### config.mk
export PLATFORM = sky130hd
export DESIGN_NAME = fcsf_host
export DESIGN_NICKNAME = d
export VERILOG_FILES = /design/src/core/fcsf_pkg.sv /design/src/core/fcsf_bus_cycle.sv /design/src/core/fcsf_host.sv
export VERILOG_INCLUDE_DIRS = /design/src /design/src/core
export SDC_FILE = /design/constraint.sdc
export NUM_CORES = 1
export LEC_CHECK = 0
export BUFFER_PORTS_ARGS = -buffer_cell sky130_fd_sc_hd__buf_4
export CORE_MARGIN = 2
export CORE_UTILIZATION = 55
export CTS_CLUSTER_SIZE = 14
export DETAILED_ROUTE_END_ITERATION = 12
export PLACE_DENSITY = 0.76
export SLEW_MARGIN = 20
export SYNTH_ARGS = -nofsm -noshare
export SYNTH_HDL_FRONTEND = slang
export SYNTH_SLANG_ARGS = --single-unit
### constraint.sdc
create_clock -name clock -period 4.8 [get_ports clock]
set_input_delay 0.96 -clock clock [delete_from_list [all_inputs] [get_ports clock]]
set_output_delay 0.96 -clock clock [all_outputs]
set_load 0.01 [all_outputs]
### src/core/fcsf_defines.svh
/*
 flash command controller constants: command codes, status bits, bus timing counts.
 assumes a 200 MHz clock and a word-wide asynchronous flash bus.
*/
`ifndef FCSF_DEFINES_SVH
`define FCSF_DEFINES_SVH
`define FCSF_CMD_READ_ARRAY 8'hFF
`define FCSF_CMD_READ_STATUS 8'h70
`define FCSF_CMD_CLEAR_STATUS 8'h50
`define FCSF_CMD_PROG_SETUP 8'h40
`define FCSF_CMD_ERASE_SETUP 8'h20
`define FCSF_CMD_SUSPEND 8'hB0
`define FCSF_CMD_CONFIRM 8'hD0
`define FCSF_CMD_READ_CONFIG 8'h90
`define FCSF_CMD_QUERY 8'h98
`define FCSF_CMD_LOCK_SETUP 8'h60
`define FCSF_CMD_PROT_SETUP 8'hC0
`define FCSF_CMD_LOCK 8'h01
`define FCSF_CMD_LOCK_DOWN 8'h2F
`define FCSF_SR_READY_BIT 7
`define FCSF_SR_SUSP_BIT 2
`define FCSF_QUERY_HI_BYTE 8'h00
`define FCSF_STROBE_NS 70
`define FCSF_CLK_NS 5
`define FCSF_STROBE_CYC ((`FCSF_STROBE_NS + `FCSF_CLK_NS - 1) / `FCSF_CLK_NS)
`define FCSF_GAP_NS 20
`define FCSF_GAP_CYC ((`FCSF_GAP_NS + `FCSF_CLK_NS - 1) / `FCSF_CLK_NS)
`endif

### src/core/fcsf_pkg.sv
/*
 types of the flash command controller.
 assumes fcsf_defines.svh supplies the numeric constants.
*/
package fcsf_pkg;
   // user operations
   typedef enum logic [3:0] {
      FCSF_OP_READ_ARRAY, FCSF_OP_READ_STATUS, FCSF_OP_CLEAR_STATUS, FCSF_OP_PROGRAM,
      FCSF_OP_ERASE, FCSF_OP_SUSPEND, FCSF_OP_RESUME, FCSF_OP_READ_CONFIG,
      FCSF_OP_QUERY, FCSF_OP_LOCK, FCSF_OP_LOCK_DOWN, FCSF_OP_UNLOCK,
      FCSF_OP_PROT_PROG, FCSF_OP_READ_WORD
   } fcsf_op_t;
   // user request
   typedef struct packed {
      fcsf_op_t op;
      logic [21:0] addr;
      logic [15:0] data;
   } fcsf_req_t;
   // one bus cycle for the pin engine
   typedef struct packed {
      logic wr;
      logic [21:0] addr;
      logic [15:0] data;
   } fcsf_cyc_t;
   // flash pins driven by the controller
   typedef struct packed {
      logic ce_n;
      logic oe_n;
      logic we_n;
      logic [21:0] addr;
      logic [15:0] dq_out;
      logic dq_oe;
   } fcsf_pins_t;
endpackage

### src/core/fcsf_bus_cycle.sv
/*
 pin engine: one asynchronous read or write cycle on the flash bus.
 each read opens a fresh ce_n/oe_n assertion, so status is refreshed per read.
 assumes dq_in is already synchronised by the caller.
*/
`timescale 1ns/1ps
`include "fcsf_defines.svh"
module fcsf_bus_cycle
   import fcsf_pkg::*;
#(
   parameter int STROBE_CYC = `FCSF_STROBE_CYC,
   parameter int GAP_CYC = `FCSF_GAP_CYC
)(
   // clock and reset
   input wire logic clock,
   input wire logic arst_n,
   // cycle request
   input wire logic cyc_valid,
   output logic cyc_ready,
   input wire fcsf_cyc_t cyc,
   // cycle result
   output logic done,
   output logic [15:0] rdata,
   // flash side
   output fcsf_pins_t pins,
   input wire logic [15:0] dq_in
);
   typedef enum logic [1:0] {FCSF_B_IDLE, FCSF_B_STROBE, FCSF_B_GAP} fcsf_bstate_t;
   fcsf_bstate_t st_r;
   logic [7:0] cnt_r;
   logic wr_r;

   // not ready in the done cycle, so a request still held for it cannot start twice
   assign cyc_ready = (st_r == FCSF_B_IDLE) && !done;

   // strobe and recovery sequencing
   always_ff @(posedge clock or negedge arst_n)
   begin
      if (!arst_n)
      begin
         st_r <= FCSF_B_IDLE;
         cnt_r <= 8'h00;
         wr_r <= 1'b0;
      end
      else
      begin
         unique case (st_r)
            FCSF_B_IDLE:
               if (cyc_valid && cyc_ready)
               begin
                  st_r <= FCSF_B_STROBE;
                  cnt_r <= 8'(STROBE_CYC - 1);
                  wr_r <= cyc.wr;
               end
            FCSF_B_STROBE:
               if (cnt_r == 8'h00)
               begin
                  st_r <= FCSF_B_GAP;
                  cnt_r <= 8'(GAP_CYC - 1);
               end
               else
                  cnt_r <= cnt_r - 8'h01;
            FCSF_B_GAP:
               if (cnt_r == 8'h00)
                  st_r <= FCSF_B_IDLE;
               else
                  cnt_r <= cnt_r - 8'h01;
         endcase
      end
   end

   // pin drive; strobes high between cycles
   always_ff @(posedge clock or negedge arst_n)
   begin
      if (!arst_n)
      begin
         pins <= '{ce_n: 1'b1, oe_n: 1'b1, we_n: 1'b1, addr: '0, dq_out: '0, dq_oe: 1'b0};
      end
      else if (cyc_valid && cyc_ready)
      begin
         pins.ce_n <= 1'b0;
         pins.oe_n <= cyc.wr;
         pins.we_n <= !cyc.wr;
         pins.addr <= cyc.addr;
         pins.dq_out <= cyc.data;
         pins.dq_oe <= cyc.wr;
      end
      else if (st_r == FCSF_B_STROBE && cnt_r == 8'h00)
      begin
         pins.ce_n <= 1'b1;
         pins.oe_n <= 1'b1;
         pins.we_n <= 1'b1;
         pins.dq_oe <= 1'b0;
      end
   end

   // capture read data at strobe end
   always_ff @(posedge clock or negedge arst_n)
   begin
      if (!arst_n)
      begin
         rdata <= 16'h0000;
         done <= 1'b0;
      end
      else
      begin
         done <= (st_r == FCSF_B_GAP && cnt_r == 8'h00);
         if (st_r == FCSF_B_STROBE && cnt_r == 8'h00 && !wr_r)
            rdata <= dq_in;
      end
   end
endmodule

### src/core/fcsf_host.sv
/*
 host controller for a word-wide boot-block flash: turns user operations into
 command byte sequences, polls the status word, tracks the device command state.
 assumes one flash on the bus; dq_in comes from the pin and is synchronised here.
*/
// Overview of operation
// - suspend a running program by writing B0 at any address
// - write 70 at any address to enter status-read mode
// - each status poll is a fresh strobe assertion so status refreshes
// - write FF at any address returns to array read, also when suspended
// - while suspended, reads of the interrupted block are refused
// - write D0 while program suspended resumes it, device becomes busy again
`timescale 1ns/1ps
`include "fcsf_defines.svh"
module fcsf_host
   import fcsf_pkg::*;
#(
   parameter int BLOCK_SHIFT = 15,
   parameter int STROBE_CYC = `FCSF_STROBE_CYC,
   parameter int GAP_CYC = `FCSF_GAP_CYC
)(
   // clock and reset
   input wire logic clock,
   input wire logic arst_n,
   // user request
   input wire logic req_valid,
   output logic req_ready,
   input wire fcsf_req_t req,
   // user answer
   output logic rsp_valid,
   output logic [15:0] rsp_data,
   output logic rsp_refused,
   output logic suspended,
   output logic prog_done_on_suspend,
   // flash pins
   output fcsf_pins_t pins,
   input wire logic [15:0] dq_in
);
   typedef enum logic [2:0] {
      FCSF_H_IDLE, FCSF_H_CMD1, FCSF_H_CMD2, FCSF_H_POLL_CMD, FCSF_H_POLL, FCSF_H_READ, FCSF_H_RSP
   } fcsf_hstate_t;
   // device mode as tracked by the host
   typedef enum logic [2:0] {
      FCSF_D_ARRAY, FCSF_D_STATUS, FCSF_D_CONFIG, FCSF_D_QUERY,
      FCSF_D_PSUSP, FCSF_D_ESUSP
   } fcsf_dmode_t;

   fcsf_hstate_t st_r;
   fcsf_dmode_t mode_r;
   fcsf_req_t req_r;
   logic [15:0] dq_s1_r, dq_s2_r;
   logic [21:0] susp_addr_r;
   logic cyc_valid, cyc_done;
   fcsf_cyc_t cyc;
   logic [15:0] cyc_rdata;
   logic [7:0] c1, c2;
   logic two, poll;

   // same block test, used for suspend read protection
   function automatic logic same_block(input logic [21:0] a, input logic [21:0] b);
      return (a >> BLOCK_SHIFT) == (b >> BLOCK_SHIFT);
   endfunction

   // pin input synchroniser
   always_ff @(posedge clock or negedge arst_n)
   begin
      if (!arst_n)
      begin
         dq_s1_r <= 16'h0000;
         dq_s2_r <= 16'h0000;
      end
      else
      begin
         dq_s1_r <= dq_in;
         dq_s2_r <= dq_s1_r;
      end
   end

   // command bytes per operation
   always_comb
   begin
      c1 = `FCSF_CMD_READ_ARRAY;
      c2 = `FCSF_CMD_READ_ARRAY;
      two = 1'b0;
      poll = 1'b0;
      unique case (req_r.op)
         FCSF_OP_READ_ARRAY: c1 = `FCSF_CMD_READ_ARRAY;
         FCSF_OP_READ_STATUS: c1 = `FCSF_CMD_READ_STATUS;
         FCSF_OP_CLEAR_STATUS: c1 = `FCSF_CMD_CLEAR_STATUS;
         FCSF_OP_PROGRAM:
         begin
            c1 = `FCSF_CMD_PROG_SETUP;
            c2 = req_r.data[7:0];
            // no poll, the program stays suspendable
            two = 1'b1;
         end
         FCSF_OP_ERASE:
         begin
            c1 = `FCSF_CMD_ERASE_SETUP;
            c2 = `FCSF_CMD_CONFIRM;
            two = 1'b1;
            poll = 1'b1;
         end
         FCSF_OP_SUSPEND:
         begin
            c1 = `FCSF_CMD_SUSPEND;
            poll = 1'b1;
         end
         FCSF_OP_RESUME: c1 = `FCSF_CMD_CONFIRM;
         FCSF_OP_READ_CONFIG: c1 = `FCSF_CMD_READ_CONFIG;
         FCSF_OP_QUERY: c1 = `FCSF_CMD_QUERY;
         FCSF_OP_LOCK:
         begin
            c1 = `FCSF_CMD_LOCK_SETUP;
            c2 = `FCSF_CMD_LOCK;
            two = 1'b1;
         end
         FCSF_OP_LOCK_DOWN:
         begin
            c1 = `FCSF_CMD_LOCK_SETUP;
            c2 = `FCSF_CMD_LOCK_DOWN;
            two = 1'b1;
         end
         FCSF_OP_UNLOCK:
         begin
            c1 = `FCSF_CMD_LOCK_SETUP;
            c2 = `FCSF_CMD_CONFIRM;
            two = 1'b1;
         end
         FCSF_OP_PROT_PROG:
         begin
            c1 = `FCSF_CMD_PROT_SETUP;
            c2 = req_r.data[7:0];
            two = 1'b1;
            poll = 1'b1;
         end
         FCSF_OP_READ_WORD: c1 = `FCSF_CMD_READ_ARRAY;
      endcase
   end

   // bus cycle request
   always_comb
   begin
      cyc_valid = 1'b0;
      cyc = '{wr: 1'b1, addr: req_r.addr, data: {8'h00, c1}};
      unique case (st_r)
         FCSF_H_CMD1: cyc_valid = 1'b1;
         FCSF_H_CMD2:
         begin
            cyc_valid = 1'b1;
            cyc.data = (req_r.op == FCSF_OP_PROGRAM) ? req_r.data : {8'h00, c2};
         end
         FCSF_H_POLL_CMD:
         begin
            cyc_valid = 1'b1;
            cyc.data = {8'h00, `FCSF_CMD_READ_STATUS};
         end
         // every poll is its own strobe
         FCSF_H_POLL, FCSF_H_READ:
         begin
            cyc_valid = 1'b1;
            cyc.wr = 1'b0;
         end
         default: cyc_valid = 1'b0;
      endcase
   end

   assign req_ready = (st_r == FCSF_H_IDLE);

   // operation sequencer
   always_ff @(posedge clock or negedge arst_n)
   begin
      if (!arst_n)
      begin
         st_r <= FCSF_H_IDLE;
         req_r <= '0;
         rsp_data <= 16'h0000;
         rsp_refused <= 1'b0;
      end
      else
      begin
         unique case (st_r)
            FCSF_H_IDLE:
               if (req_valid)
               begin
                  req_r <= req;
                  rsp_refused <= 1'b0;
                  // no reads of the interrupted block while suspended
                  if (req.op == FCSF_OP_READ_WORD && mode_r == FCSF_D_PSUSP
                      && same_block(req.addr, susp_addr_r))
                  begin
                     rsp_refused <= 1'b1;
                     st_r <= FCSF_H_RSP;
                  end
                  else if (req.op == FCSF_OP_READ_WORD && mode_r != FCSF_D_ARRAY
                           && mode_r != FCSF_D_PSUSP && mode_r != FCSF_D_ESUSP)
                     st_r <= FCSF_H_CMD1;
                  else if (req.op == FCSF_OP_READ_WORD)
                     st_r <= FCSF_H_READ;
                  else
                     st_r <= FCSF_H_CMD1;
               end
            FCSF_H_CMD1:
               if (cyc_done)
                  st_r <= two ? FCSF_H_CMD2 : poll ? FCSF_H_POLL_CMD :
                          (req_r.op inside {FCSF_OP_READ_WORD, FCSF_OP_QUERY,
                           FCSF_OP_READ_CONFIG, FCSF_OP_READ_STATUS}) ? FCSF_H_READ : FCSF_H_RSP;
            FCSF_H_CMD2:
               if (cyc_done)
                  st_r <= poll ? FCSF_H_POLL_CMD : FCSF_H_RSP;
            FCSF_H_POLL_CMD:
               if (cyc_done)
                  st_r <= FCSF_H_POLL;
            FCSF_H_POLL:
               if (cyc_done && cyc_rdata[`FCSF_SR_READY_BIT])
               begin
                  rsp_data <= cyc_rdata;
                  st_r <= FCSF_H_RSP;
               end
            FCSF_H_READ:
               if (cyc_done)
               begin
                  // query words keep only the low byte
                  rsp_data <= (req_r.op == FCSF_OP_QUERY) ?
                              {`FCSF_QUERY_HI_BYTE, cyc_rdata[7:0]} : cyc_rdata;
                  st_r <= FCSF_H_RSP;
               end
            FCSF_H_RSP: st_r <= FCSF_H_IDLE;
         endcase
      end
   end

   assign rsp_valid = (st_r == FCSF_H_RSP);
   assign suspended = (mode_r == FCSF_D_PSUSP) || (mode_r == FCSF_D_ESUSP);

   // device mode tracking at the end of each operation
   always_ff @(posedge clock or negedge arst_n)
   begin
      if (!arst_n)
      begin
         mode_r <= FCSF_D_ARRAY;
         susp_addr_r <= '0;
         prog_done_on_suspend <= 1'b0;
      end
      else if (st_r == FCSF_H_RSP && !rsp_refused)
      begin
         unique case (req_r.op)
            FCSF_OP_READ_ARRAY, FCSF_OP_READ_WORD:
               mode_r <= (mode_r == FCSF_D_PSUSP || mode_r == FCSF_D_ESUSP) ?
                         mode_r : FCSF_D_ARRAY;
            FCSF_OP_QUERY: mode_r <= suspended ? mode_r : FCSF_D_QUERY;
            FCSF_OP_READ_CONFIG: mode_r <= suspended ? mode_r : FCSF_D_CONFIG;
            // bit 2 decides suspended or completed
            FCSF_OP_SUSPEND:
            begin
               prog_done_on_suspend <= !rsp_data[`FCSF_SR_SUSP_BIT];
               if (rsp_data[`FCSF_SR_SUSP_BIT])
                  mode_r <= FCSF_D_PSUSP;
               else
                  mode_r <= FCSF_D_STATUS;
            end
            // resume returns to busy, status mode
            FCSF_OP_RESUME: mode_r <= FCSF_D_STATUS;
            default: mode_r <= suspended ? mode_r : FCSF_D_STATUS;
         endcase
      end
      else if (st_r == FCSF_H_IDLE && req_valid && req.op == FCSF_OP_PROGRAM)
         susp_addr_r <= req.addr;
   end

   // pin engine
   fcsf_bus_cycle #(
      .STROBE_CYC(STROBE_CYC),
      .GAP_CYC(GAP_CYC)
   ) u_cycle (
      .clock(clock),
      .arst_n(arst_n),
      .cyc_valid(cyc_valid),
      .cyc_ready(),
      .cyc(cyc),
      .done(cyc_done),
      .rdata(cyc_rdata),
      .pins(pins),
      .dq_in(dq_s2_r)
   );
endmodule

==> results.json, run 1 <==
{
  "irDropWorstVdd_v": 0.000329,
  "setup_ws_ns": 1.79,
  "synth_nets": 766,
  "slowest_delay_ns": 0.84,
  "r2r_cells": 4,
  "syn_avg_cell_area_um2": 10.2,
  "wirelength_mm": 16.5,
  "port_buffers": 123,
  "min_from": "dq_s1_r[8]",
  "synth_area_um2": 7170,
  "max_freq_mhz": 333,
  "hold_buffers": 0,
  "critPathRequiredTime_ns": 5.11,
  "antenna_found_initial": 0,
  "final.setup.tns_ns": 0,
  "path_clk_slew_ns": 0.06,
  "cts_setup_buffers": 0,
  "p_leak_nw": 4.39,
  "slew_viol_final": 0,
  "cp-start-kind": "flip-flop",
  "synth_edf_count": 0,
  "vias": 5412,
  "final_cell_mix": "nand2_1, dfrtp_1, buf_4",
  "async_reset_ff_frac": 1.00,
  "yosysTopAreaCell": "dfrtp_1",
  "maxCapViolCount": 0,
  "cts_root_buf": "clkbuf_16",
  "hp-class": "reg -> reg",
  "yosys_most_used_dff": "dfrtp_1",
  "drt_pass1_iterations": 5,
  "grt_max_degree": 95,
  "syn-instance-count": 700,
  "fp.dieW_um": 118,
  "ff_latch_area_um2": 4380,
  "cts_tree": "done",
  "yosysSeqAreaShare": 0.611,
  "drive_above_1_share": 0.246,
  "synthToLayoutAreaGrowth_pct": 22.7,
  "fin_skew_ns": 0.00615,
  "synth.distinct_cells": 57,
  "drtIter0Drc": 353,
  "cts_num_sinks": 175,
  "track_usage": 0.249,
  "clock_latency_ns": 0.43,
  "layout.nets": 873,
  "dieArea_um2": 14000,
  "critical-path-top-delay-family": "simple AND/OR/NAND/NOR gates",
  "p_per_area_nw_per_um2": 599,
  "final_common_cell": "nand2_1",
  "reg2reg_slack_ns": 1.79,
  "worstPathCellList": "nor3_1 -> and2_2 -> nand4_1 -> mux2_2",
  "routabilityCongestion": 0.957,
  "status": "complete, no violations",
  "period_minus_slack_ns": 3.01,
  "holdPathStages": 0,
  "yosysWarningCount": 0,
  "slew_headroom": 0.348,
  "cp_max_fo": 49,
  "worstMarginPinSlew_ns": 0.970,
  "diodes": 0,
  "hold_violations": 0,
  "multi_input_area_um2": 2580,
  "rsz0062_at_grt": "no",
  "detail-route-antenna-nets": 0,
  "slowest_stage": "and2_2",
  "crit_buf_inv": 0,
  "grt-ovfl-total": 0,
  "synth_top_area_share": 0.600,
  "wire_per_inst_um": 16.6,
  "critPathKind": "reg -> reg",
  "grt_pass1_vias": 5470,
  "cts_buffer_depth": 2,
  "period_share": 0.627,
  "die_h_um": 118,
  "startpoint": "st_r[0]",
  "crit_arrival_ns": 3.32,
  "initial_core_util": 0.566,
  "dp_slack_ns": 1.83,
  "finalSetupViolCount": 0,
  "end_kind": "flip-flop",
  "rr_startpoint": "st_r[0]",
  "grt_pass1_wl_mm": 27.6,
  "via_per_inst": 5.46,
  "r2r_end": "susp_addr_r[17]",
  "ios": 124,
  "synth.top_cells.by_area": "dfrtp_1, nand2_1, mux2_2",
  "fillers": 985,
  "cts.repair.resized": 0,
  "ys_seq_elements": 175,
  "cts.htree.levels": 4,
  "drc": 0,
  "fp.coreArea_um2": 12700,
  "hpwlAfterDp_mm": 10.9,
  "cts-buffers-inserted": 17,
  "rows": 41,
  "min_to": "dq_s2_r[8]"
}
-- stage by stage --
step	utilization	hold slack (ns)	total power (W)	area [um^2]	std cells
final	0.695	0.348	0.00527	8800	992
after global routing	0.695	0.358	0.00560	8800	992
after CTS	0.695	0.349	0.00528	8800	992
after detailed placement	0.648	0.335	0.00388	8210	960
after global placement	0.648	0.333	0.00379	8210	960
after floorplan	-	0.331	0.00328	7170	700
-- cells by family after synthesis --
| group | after synthesis | synth area share |
|---|---|---|
| AND/OR/NAND/NOR | 320 | 0.191 |
| flip-flops | 175 | 0.611 |
| AO/OA/AOI/OAI | 101 | 0.0921 |
| buffers and inverters | 53 | 0.0295 |
| multiplexers | 33 | 0.0514 |
| XOR/XNOR | 13 | 0.0159 |
| adder cells (fa/ha/maj) | 5 | 0.00872 |
-- flip-flops by register name, indices dropped and copies added, names as in the netlist, 3 cells and up --
register,flops
cyc,22
dq_s1_r,16
dq_s2_r,16
mode_r,3
req_r,20
rsp_data,16
st_r,3
susp_addr_r,7
u_cycle.cnt_r,8
u_cycle.pins,42
u_cycle.rdata,16
-- final cells by class --
| type | count | area share |
|---|---|---|
| multi-input combinational | 472 | 0.293 |
| sequential | 175 | 0.498 |
| clock buffer | 18 | 0.0499 |
| tap | 172 | 0.0245 |
| clock inverter | 14 | 0.0178 |
| inverter | 13 | 0.00554 |
| timing repair buffer | 128 | 0.111 |
-- worst max path at each step --
stage	endpoint	slack (ns)	depth (start not counted)
finish	susp_addr_r[17]	1.79	4
detailed placement	susp_addr_r[18]	1.83	4
global route	susp_addr_r[16]	1.57	4
CTS	susp_addr_r[18]	1.79	4
floorplan	st_r[1]	2.19	5
global placement	st_r[1]	1.96	6
-- routing by layer --
layer | vias to the layer above | part of all wire | global-route usage
met5 | - | 0 | 0
met2 | 196 | 0.49 | 0.393
met4 | 0 | 0.023 | 0.100
li1 | 2549 | - | -
met1 | 2636 | 0.42 | 0.333
met3 | 31 | 0.066 | 0.0632
-- cell usage after synthesis (all sizes together) (10+ instances only) --
| cell | instances |
|---|---|
| mux2 | 31 |
| nor2 | 29 |
| buf | 10 |
| nand3 | 18 |
| a22o | 13 |
| clkbuf | 30 |
| inv | 13 |
| nand2 | 226 |
| a21oi | 25 |
| o21ai | 29 |
| dfrtp | 172 |
-- power by group --
group          internal, W  switching, W  leakage [nW]
Combinational     0.000682      0.000980          1.93
Sequential         0.00186      0.000361          2.18
Clock             0.000789      0.000599         0.279
No activity file was read; power rests on OpenSTA's default activity.
==> inputs of run 2 (changes only) <==
==> constraint.sdc (replaced) <==
create_clock -name clock -period 2.9 [get_ports clock]
set_input_delay 0.58 -clock clock [delete_from_list [all_inputs] [get_ports clock]]
set_output_delay 0.58 -clock clock [all_outputs]
set_load 0.01 [all_outputs]
==> results.json, run 2 (synthesized netlist as in run 1, its figures left out) <==
{
  "status": "complete, no violations",
  "crit_arrival_ns": 2.53,
  "cp-start-kind": "flip-flop",
  "critPathKind": "reg -> reg",
  "drt_pass1_iterations": 5,
  "die_h_um": 118,
  "initial_core_util": 0.566,
  "max_freq_mhz": 448,
  "cts-buffers-inserted": 17,
  "rows": 41,
  "fp.coreArea_um2": 12700,
  "cp_max_fo": 19,
  "wire_per_inst_um": 16.3,
  "p_per_area_nw_per_um2": 993,
  "hold_slack_ns": 0.0955,
  "rsz0062_at_grt": "no",
  "final_cell_mix": "nand2_1, dfrtp_1, buf_4",
  "reg2reg_slack_ns": 0.67,
  "cts_tree": "done",
  "antenna_found_initial": 0,
  "grt_pass1_vias": 5569,
  "slew_headroom": 0.469,
  "maxCapViolCount": 0,
  "critPathRequiredTime_ns": 3.20,
  "p_leak_nw": 4.46,
  "via_per_inst": 5.46,
  "hp-class": "in -> async",
  "drc": 0,
  "diodes": 0,
  "track_usage": 0.248,
  "cts_num_sinks": 175,
  "fin_skew_ns": 0.00897,
  "hold_violations": 0,
  "hpwlAfterDp_mm": 11.2,
  "r2r_cells": 5,
  "power_w": 0.00884,
  "detail-route-antenna-nets": 0,
  "period_minus_slack_ns": 2.23,
  "vias": 5474,
  "end_kind": "flip-flop",
  "drive_above_1_share": 0.254,
  "final.setup.tns_ns": 0,
  "cts.repair.resized": 0,
  "cts_setup_buffers": 0,
  "final_common_cell": "nand2_1",
  "dieArea_um2": 14000,
  "ios": 124,
  "wirelength_mm": 16.3,
  "rr_startpoint": "st_r[2]",
  "grt-ovfl-total": 0,
  "period_share": 0.769,
  "port_buffers": 123,
  "worstMarginPinSlew_ns": 0.792,
  "cts_root_buf": "clkbuf_16",
  "clock_latency_ns": 0.42,
  "irDropWorstVdd_v": 0.000652,
  "cts_buffer_depth": 2,
  "largest_reg_flops": 42,
  "fp.dieW_um": 118,
  "synthToLayoutAreaGrowth_pct": 24.0,
  "slew_viol_final": 0,
  "layout.nets": 885,
  "cts.htree.levels": 4,
  "path_clk_slew_ns": 0.07,
  "drtIter0Drc": 321,
  "r2r_end": "susp_addr_r[19]",
  "top_register": "u_cycle.pins",
  "grt_pass1_wl_mm": 27.5,
  "hold_buffers": 0,
  "finalSetupViolCount": 0,
  "grt_max_degree": 89,
  "routabilityCongestion": 0.863,
  "crit_end": "susp_addr_r[19]",
  "startpoint": "st_r[2]"
}
[run 2: cell types whose count changed in the layout (fill, tap and decap cells not counted), sizes merged]
cell / change
buf: +12
clkbuf: +2
clkinvlp: -2
inv: -2
bufinv: +1
[run 2: area by class of cell]
type	instances	area [um^2]
sequential	175	4380
fill	920	3770
multi-input combinational	472	2580
timing repair buffer	140	1070
clock buffer	20	447
tap	172	215
clock inverter	11	158
inverter	13	48.8
[run 2: worst max-delay path: stages, from the launching register on]
cell,delay [ns]
dfrtp_1,0.51
nor3_1,0.23
buf_4,0.17
and2_2,0.37
nand4_1,0.41
mux2_2,0.41
[run 2: worst min path at each step]
stage,endpoint,slack [ns],from
5_1_grt,req_r[1],0.13,arst_n
4_1_cts,req_r[1],0.11,arst_n
6_report,req_r[1],0.1,arst_n
3_3_place_gp,dq_s2_r[10],0.33,dq_s1_r[10]
3_5_place_dp,dq_s2_r[12],0.34,dq_s1_r[12]
2_1_floorplan,cyc[16],0.28,arst_n
[run 2: through the flow]
stage | util | cell area (um^2) | setup slack [ns] | instances
after detailed placement | 0.655 | 8300 | 0.403 | 972
after floorplan | - | 7170 | 0.666 | 700
final | 0.702 | 8900 | 0.669 | 1003
after global placement | 0.655 | 8300 | 0.440 | 972
after global routing | 0.702 | 8900 | 0.444 | 1003
after CTS | 0.702 | 8900 | 0.663 | 1003
[run 2: power breakdown]
part / switching, W / internal [W] / total (W)
Sequential: 0.000456 / 0.00308 / 0.00354
Clock: 0.000949 / 0.00139 / 0.00234
Combinational: 0.00176 / 0.00120 / 0.00296
Total: 0.00317 / 0.00567 / 0.00884
[run 2: layer usage]
| metal | vias up | part of all wire | track usage |
|---|---|---|---|
| li1 | 2558 | - | - |
| met1 | 2732 | 0.42 | 0.326 |
| met2 | 163 | 0.50 | 0.407 |
| met3 | 21 | 0.062 | 0.0598 |
| met4 | 0 | 0.017 | 0.0828 |
| met5 | - | 0 | 0 |
==> inputs of run 3 (changes only) <==
--- a/config.mk
+++ b/config.mk
@@ -6,6 +6,7 @@
 export SDC_FILE = /design/constraint.sdc
 export NUM_CORES = 1
 export LEC_CHECK = 0
+export ABC_AREA = 1
 export BUFFER_PORTS_ARGS = -buffer_cell sky130_fd_sc_hd__buf_4
 export CORE_MARGIN = 2
 export CORE_UTILIZATION = 55
==> constraint.sdc (replaced) <==
create_clock -name clock -period 2.1 [get_ports clock]
set_input_delay 0.42 -clock clock [delete_from_list [all_inputs] [get_ports clock]]
set_output_delay 0.42 -clock clock [all_outputs]
set_load 0.01 [all_outputs]
==> results.json, run 3 <==
{
  "status": "complete, no violations",
  "drc": 0,
  "clock_latency_ns": 0.42,
  "grt_pass1_vias": 5298,
  "slew_headroom": 0.717,
  "port_buffers": 123,
  "drt_pass1_iterations": 5,
  "drtIter0Drc": 409,
  "irDropWorstVdd_v": 0.000994,
  "swShare": 0.374,
  "cts_num_sinks": 175,
  "yosysTopAreaCell": "dfrtp_1",
  "rsz0062_at_grt": "no",
  "critPathKind": "reg -> reg",
  "syn-instance-count": 802,
  "hold_violations": 0,
  "grt_pass1_wl_mm": 25.4,
  "period_minus_slack_ns": 1.90,
  "wirelength_mm": 15.1,
  "track_usage": 0.226,
  "yosysWarningCount": 0,
  "wl_met3_um": 748,
  "wirelength_met1_mm": 6.94,
  "fillers": 985,
  "ios": 124,
  "cp-start-kind": "flip-flop",
  "p_per_area_nw_per_um2": 1520,
  "diodes": 0,
  "final_cell_mix": "nand2_1, dfrtp_1, buf_4",
  "synth_edf_count": 0,
  "period_share": 0.904,
  "slew_viol_final": 0,
  "clkPwrFrac": 0.243,
  "rr_startpoint": "st_r[1]",
  "cts_buffer_depth": 2,
  "fp.dieW_um": 119,
  "r2r_end": "u_cycle.pins[28]",
  "largest_reg_flops": 42,
  "p_comb_frac": 0.371,
  "cts-buffers-inserted": 17,
  "p_switching_w": 0.00509,
  "layout.nets": 997,
  "crit_end": "u_cycle.pins[28]",
  "cts.htree.levels": 4,
  "vias": 5607,
  "grt_max_degree": 69,
  "routabilityCongestion": 0.935,
  "ys_seq_elements": 175,
  "max_freq_mhz": 527,
  "fin_util": 0.705,
  "syn_avg_cell_area_um2": 9.01,
  "cts_root_buf": "clkbuf_16",
  "p_leak_nw": 4.63,
  "post-synth-top-count-cell": "nand2_1",
  "yosys_most_used_dff": "dfrtp_1",
  "drive_above_1_share": 0.200,
  "cts_tree": "done",
  "yosysSeqAreaShare": 0.606,
  "fp.coreArea_um2": 12700,
  "synth_common_cells": "nand2_1, dfrtp_1, inv_1",
  "p_int_w": 0.00853,
  "cp_max_fo": 39,
  "dieArea_um2": 14100,
  "power_frac_seq": 0.386,
  "synth.distinct_cells": 39,
  "startpoint": "st_r[1]",
  "hpwlAfterDp_mm": 10.5,
  "via_per_inst": 5.03,
  "end_kind": "flip-flop",
  "path_clk_slew_ns": 0.06,
  "critPathRequiredTime_ns": 2.44,
  "antenna_found_initial": 0,
  "die_h_um": 119,
  "crit_arrival_ns": 2.24,
  "synth.top_cells.by_area": "dfrtp_1, nand2_1, o21ai_0",
  "r2r_cells": 8,
  "maxCapViolCount": 0,
  "final_common_cell": "nand2_1",
  "async_reset_ff_frac": 1.00,
  "worstMarginPinSlew_ns": 0.425,
  "route.met2.wl_mm": 7.08,
  "final.setup.tns_ns": 0,
  "rows": 41,
  "synthToLayoutAreaGrowth_pct": 24.0,
  "synth_top_area_share": 0.595,
  "min_from": "dq_in[11]",
  "reg2reg_slack_ns": 0.20,
  "hp-class": "in -> reg",
  "top_layer": "met4",
  "finalSetupViolCount": 0,
  "fin_skew_ns": 0.00722,
  "top_register": "u_cycle.pins",
  "wire_per_inst_um": 13.5,
  "detail-route-antenna-nets": 0,
  "synth_area_um2": 7230,
  "grt-ovfl-total": 0,
  "synth_nets": 868,
  "initial_core_util": 0.568
}
==> run 3: changes by cell type after synthesis, sizes merged, moves of 10 or more <==
cell / previous run / this run
a21oi: 25 / 15
a22o: 13 / 0
clkbuf: 30 / 5
inv: 13 / 84
mux2: 31 / 0
nand2: 226 / 279
nand3: 18 / 41
nor2: 29 / 46
o21ai: 29 / 91
==> run 3: through the flow <==
step	total power, W	instance area [um^2]	worst slack [ns]	hold slack, ns	instances
after CTS	0.0137	8960	0.0481	0.0867	1115
after global routing	0.0147	8960	0.0820	0.0858	1115
after detailed placement	0.0103	8320	0.0940	0.296	1083
after floorplan	0.00868	7230	0.559	0.124	802
final	0.0136	8960	0.202	0.101	1115
after global placement	0.0102	8320	0.110	0.297	1083
==> run 3: cells by family (layout without fill, tap and decap cells) <==
logic type	count (synthesis)	in the layout	share of synthesized area
simple gates	380	380	0.217
flops	175	175	0.606
compound gates	123	123	0.0912
buf+inv	110	251	0.0658
xor+xnor	9	9	0.0109
fa+ha+maj	5	5	0.00866
==> run 3: power by group through the flow <==
| stage | registers, W | clock network (W) | logic [W] |
|---|---|---|---|
| after floorplan | 0.00537 | 0 | 0.00331 |
| after global placement | 0.00527 | 0 | 0.00491 |
| after detailed placement | 0.00530 | 0 | 0.00502 |
| after CTS | 0.00526 | 0.00337 | 0.00508 |
| after global routing | 0.00540 | 0.00352 | 0.00577 |
| final | 0.00525 | 0.00331 | 0.00506 |
==> run 3: final cells by class <==
| type | instances | area [um^2] | share of cell area |
|---|---|---|---|
| sequential | 175 | 4380 | 0.489 |
| multi-input combinational | 517 | 2380 | 0.265 |
| timing repair buffer | 134 | 1040 | 0.116 |
| clock buffer | 19 | 443 | 0.0494 |
| inverter | 86 | 325 | 0.0363 |
| tap | 172 | 215 | 0.0240 |
| clock inverter | 12 | 183 | 0.0204 |
==> run 3: worst min-delay path by stage <==
stage                             to  cells past startpoint  slack [ns]
finish                   dq_s1_r[11]                      1        0.10
global placement             cyc[25]                      1        0.30
detailed placement  u_cycle.pins[26]                      1        0.30
floorplan                    cyc[16]                      0        0.12
CTS                      dq_s1_r[11]                      1        0.09
global route              dq_s1_r[3]                      1        0.09
==> run 3: timing repair <==
item / CTS / global route
endpoints found under the setup margin: 0 / 7
hold buffers: 1 / 0
endpoints found under the hold margin: 22 / 0
buffers inserted: 0 / 0
resized for setup: 0 / 2
==> run 3: layer usage <==
layer,up-vias,GRT usage
li1,2801,-
met1,2650,0.308
met2,131,0.353
met3,25,0.0603
met4,0,0.0751
met5,-,0
==> run 3: critical path, stage by stage, from the launching register on <==
cell and delay [ns]:
dfrtp_1 0.47, inv_2 0.10, nand3_1 0.17, nand3_2 0.12, nand2_2 0.09, buf_4 0.25
buf_4 0.40, nand2_1 0.11, o21ai_0 0.09
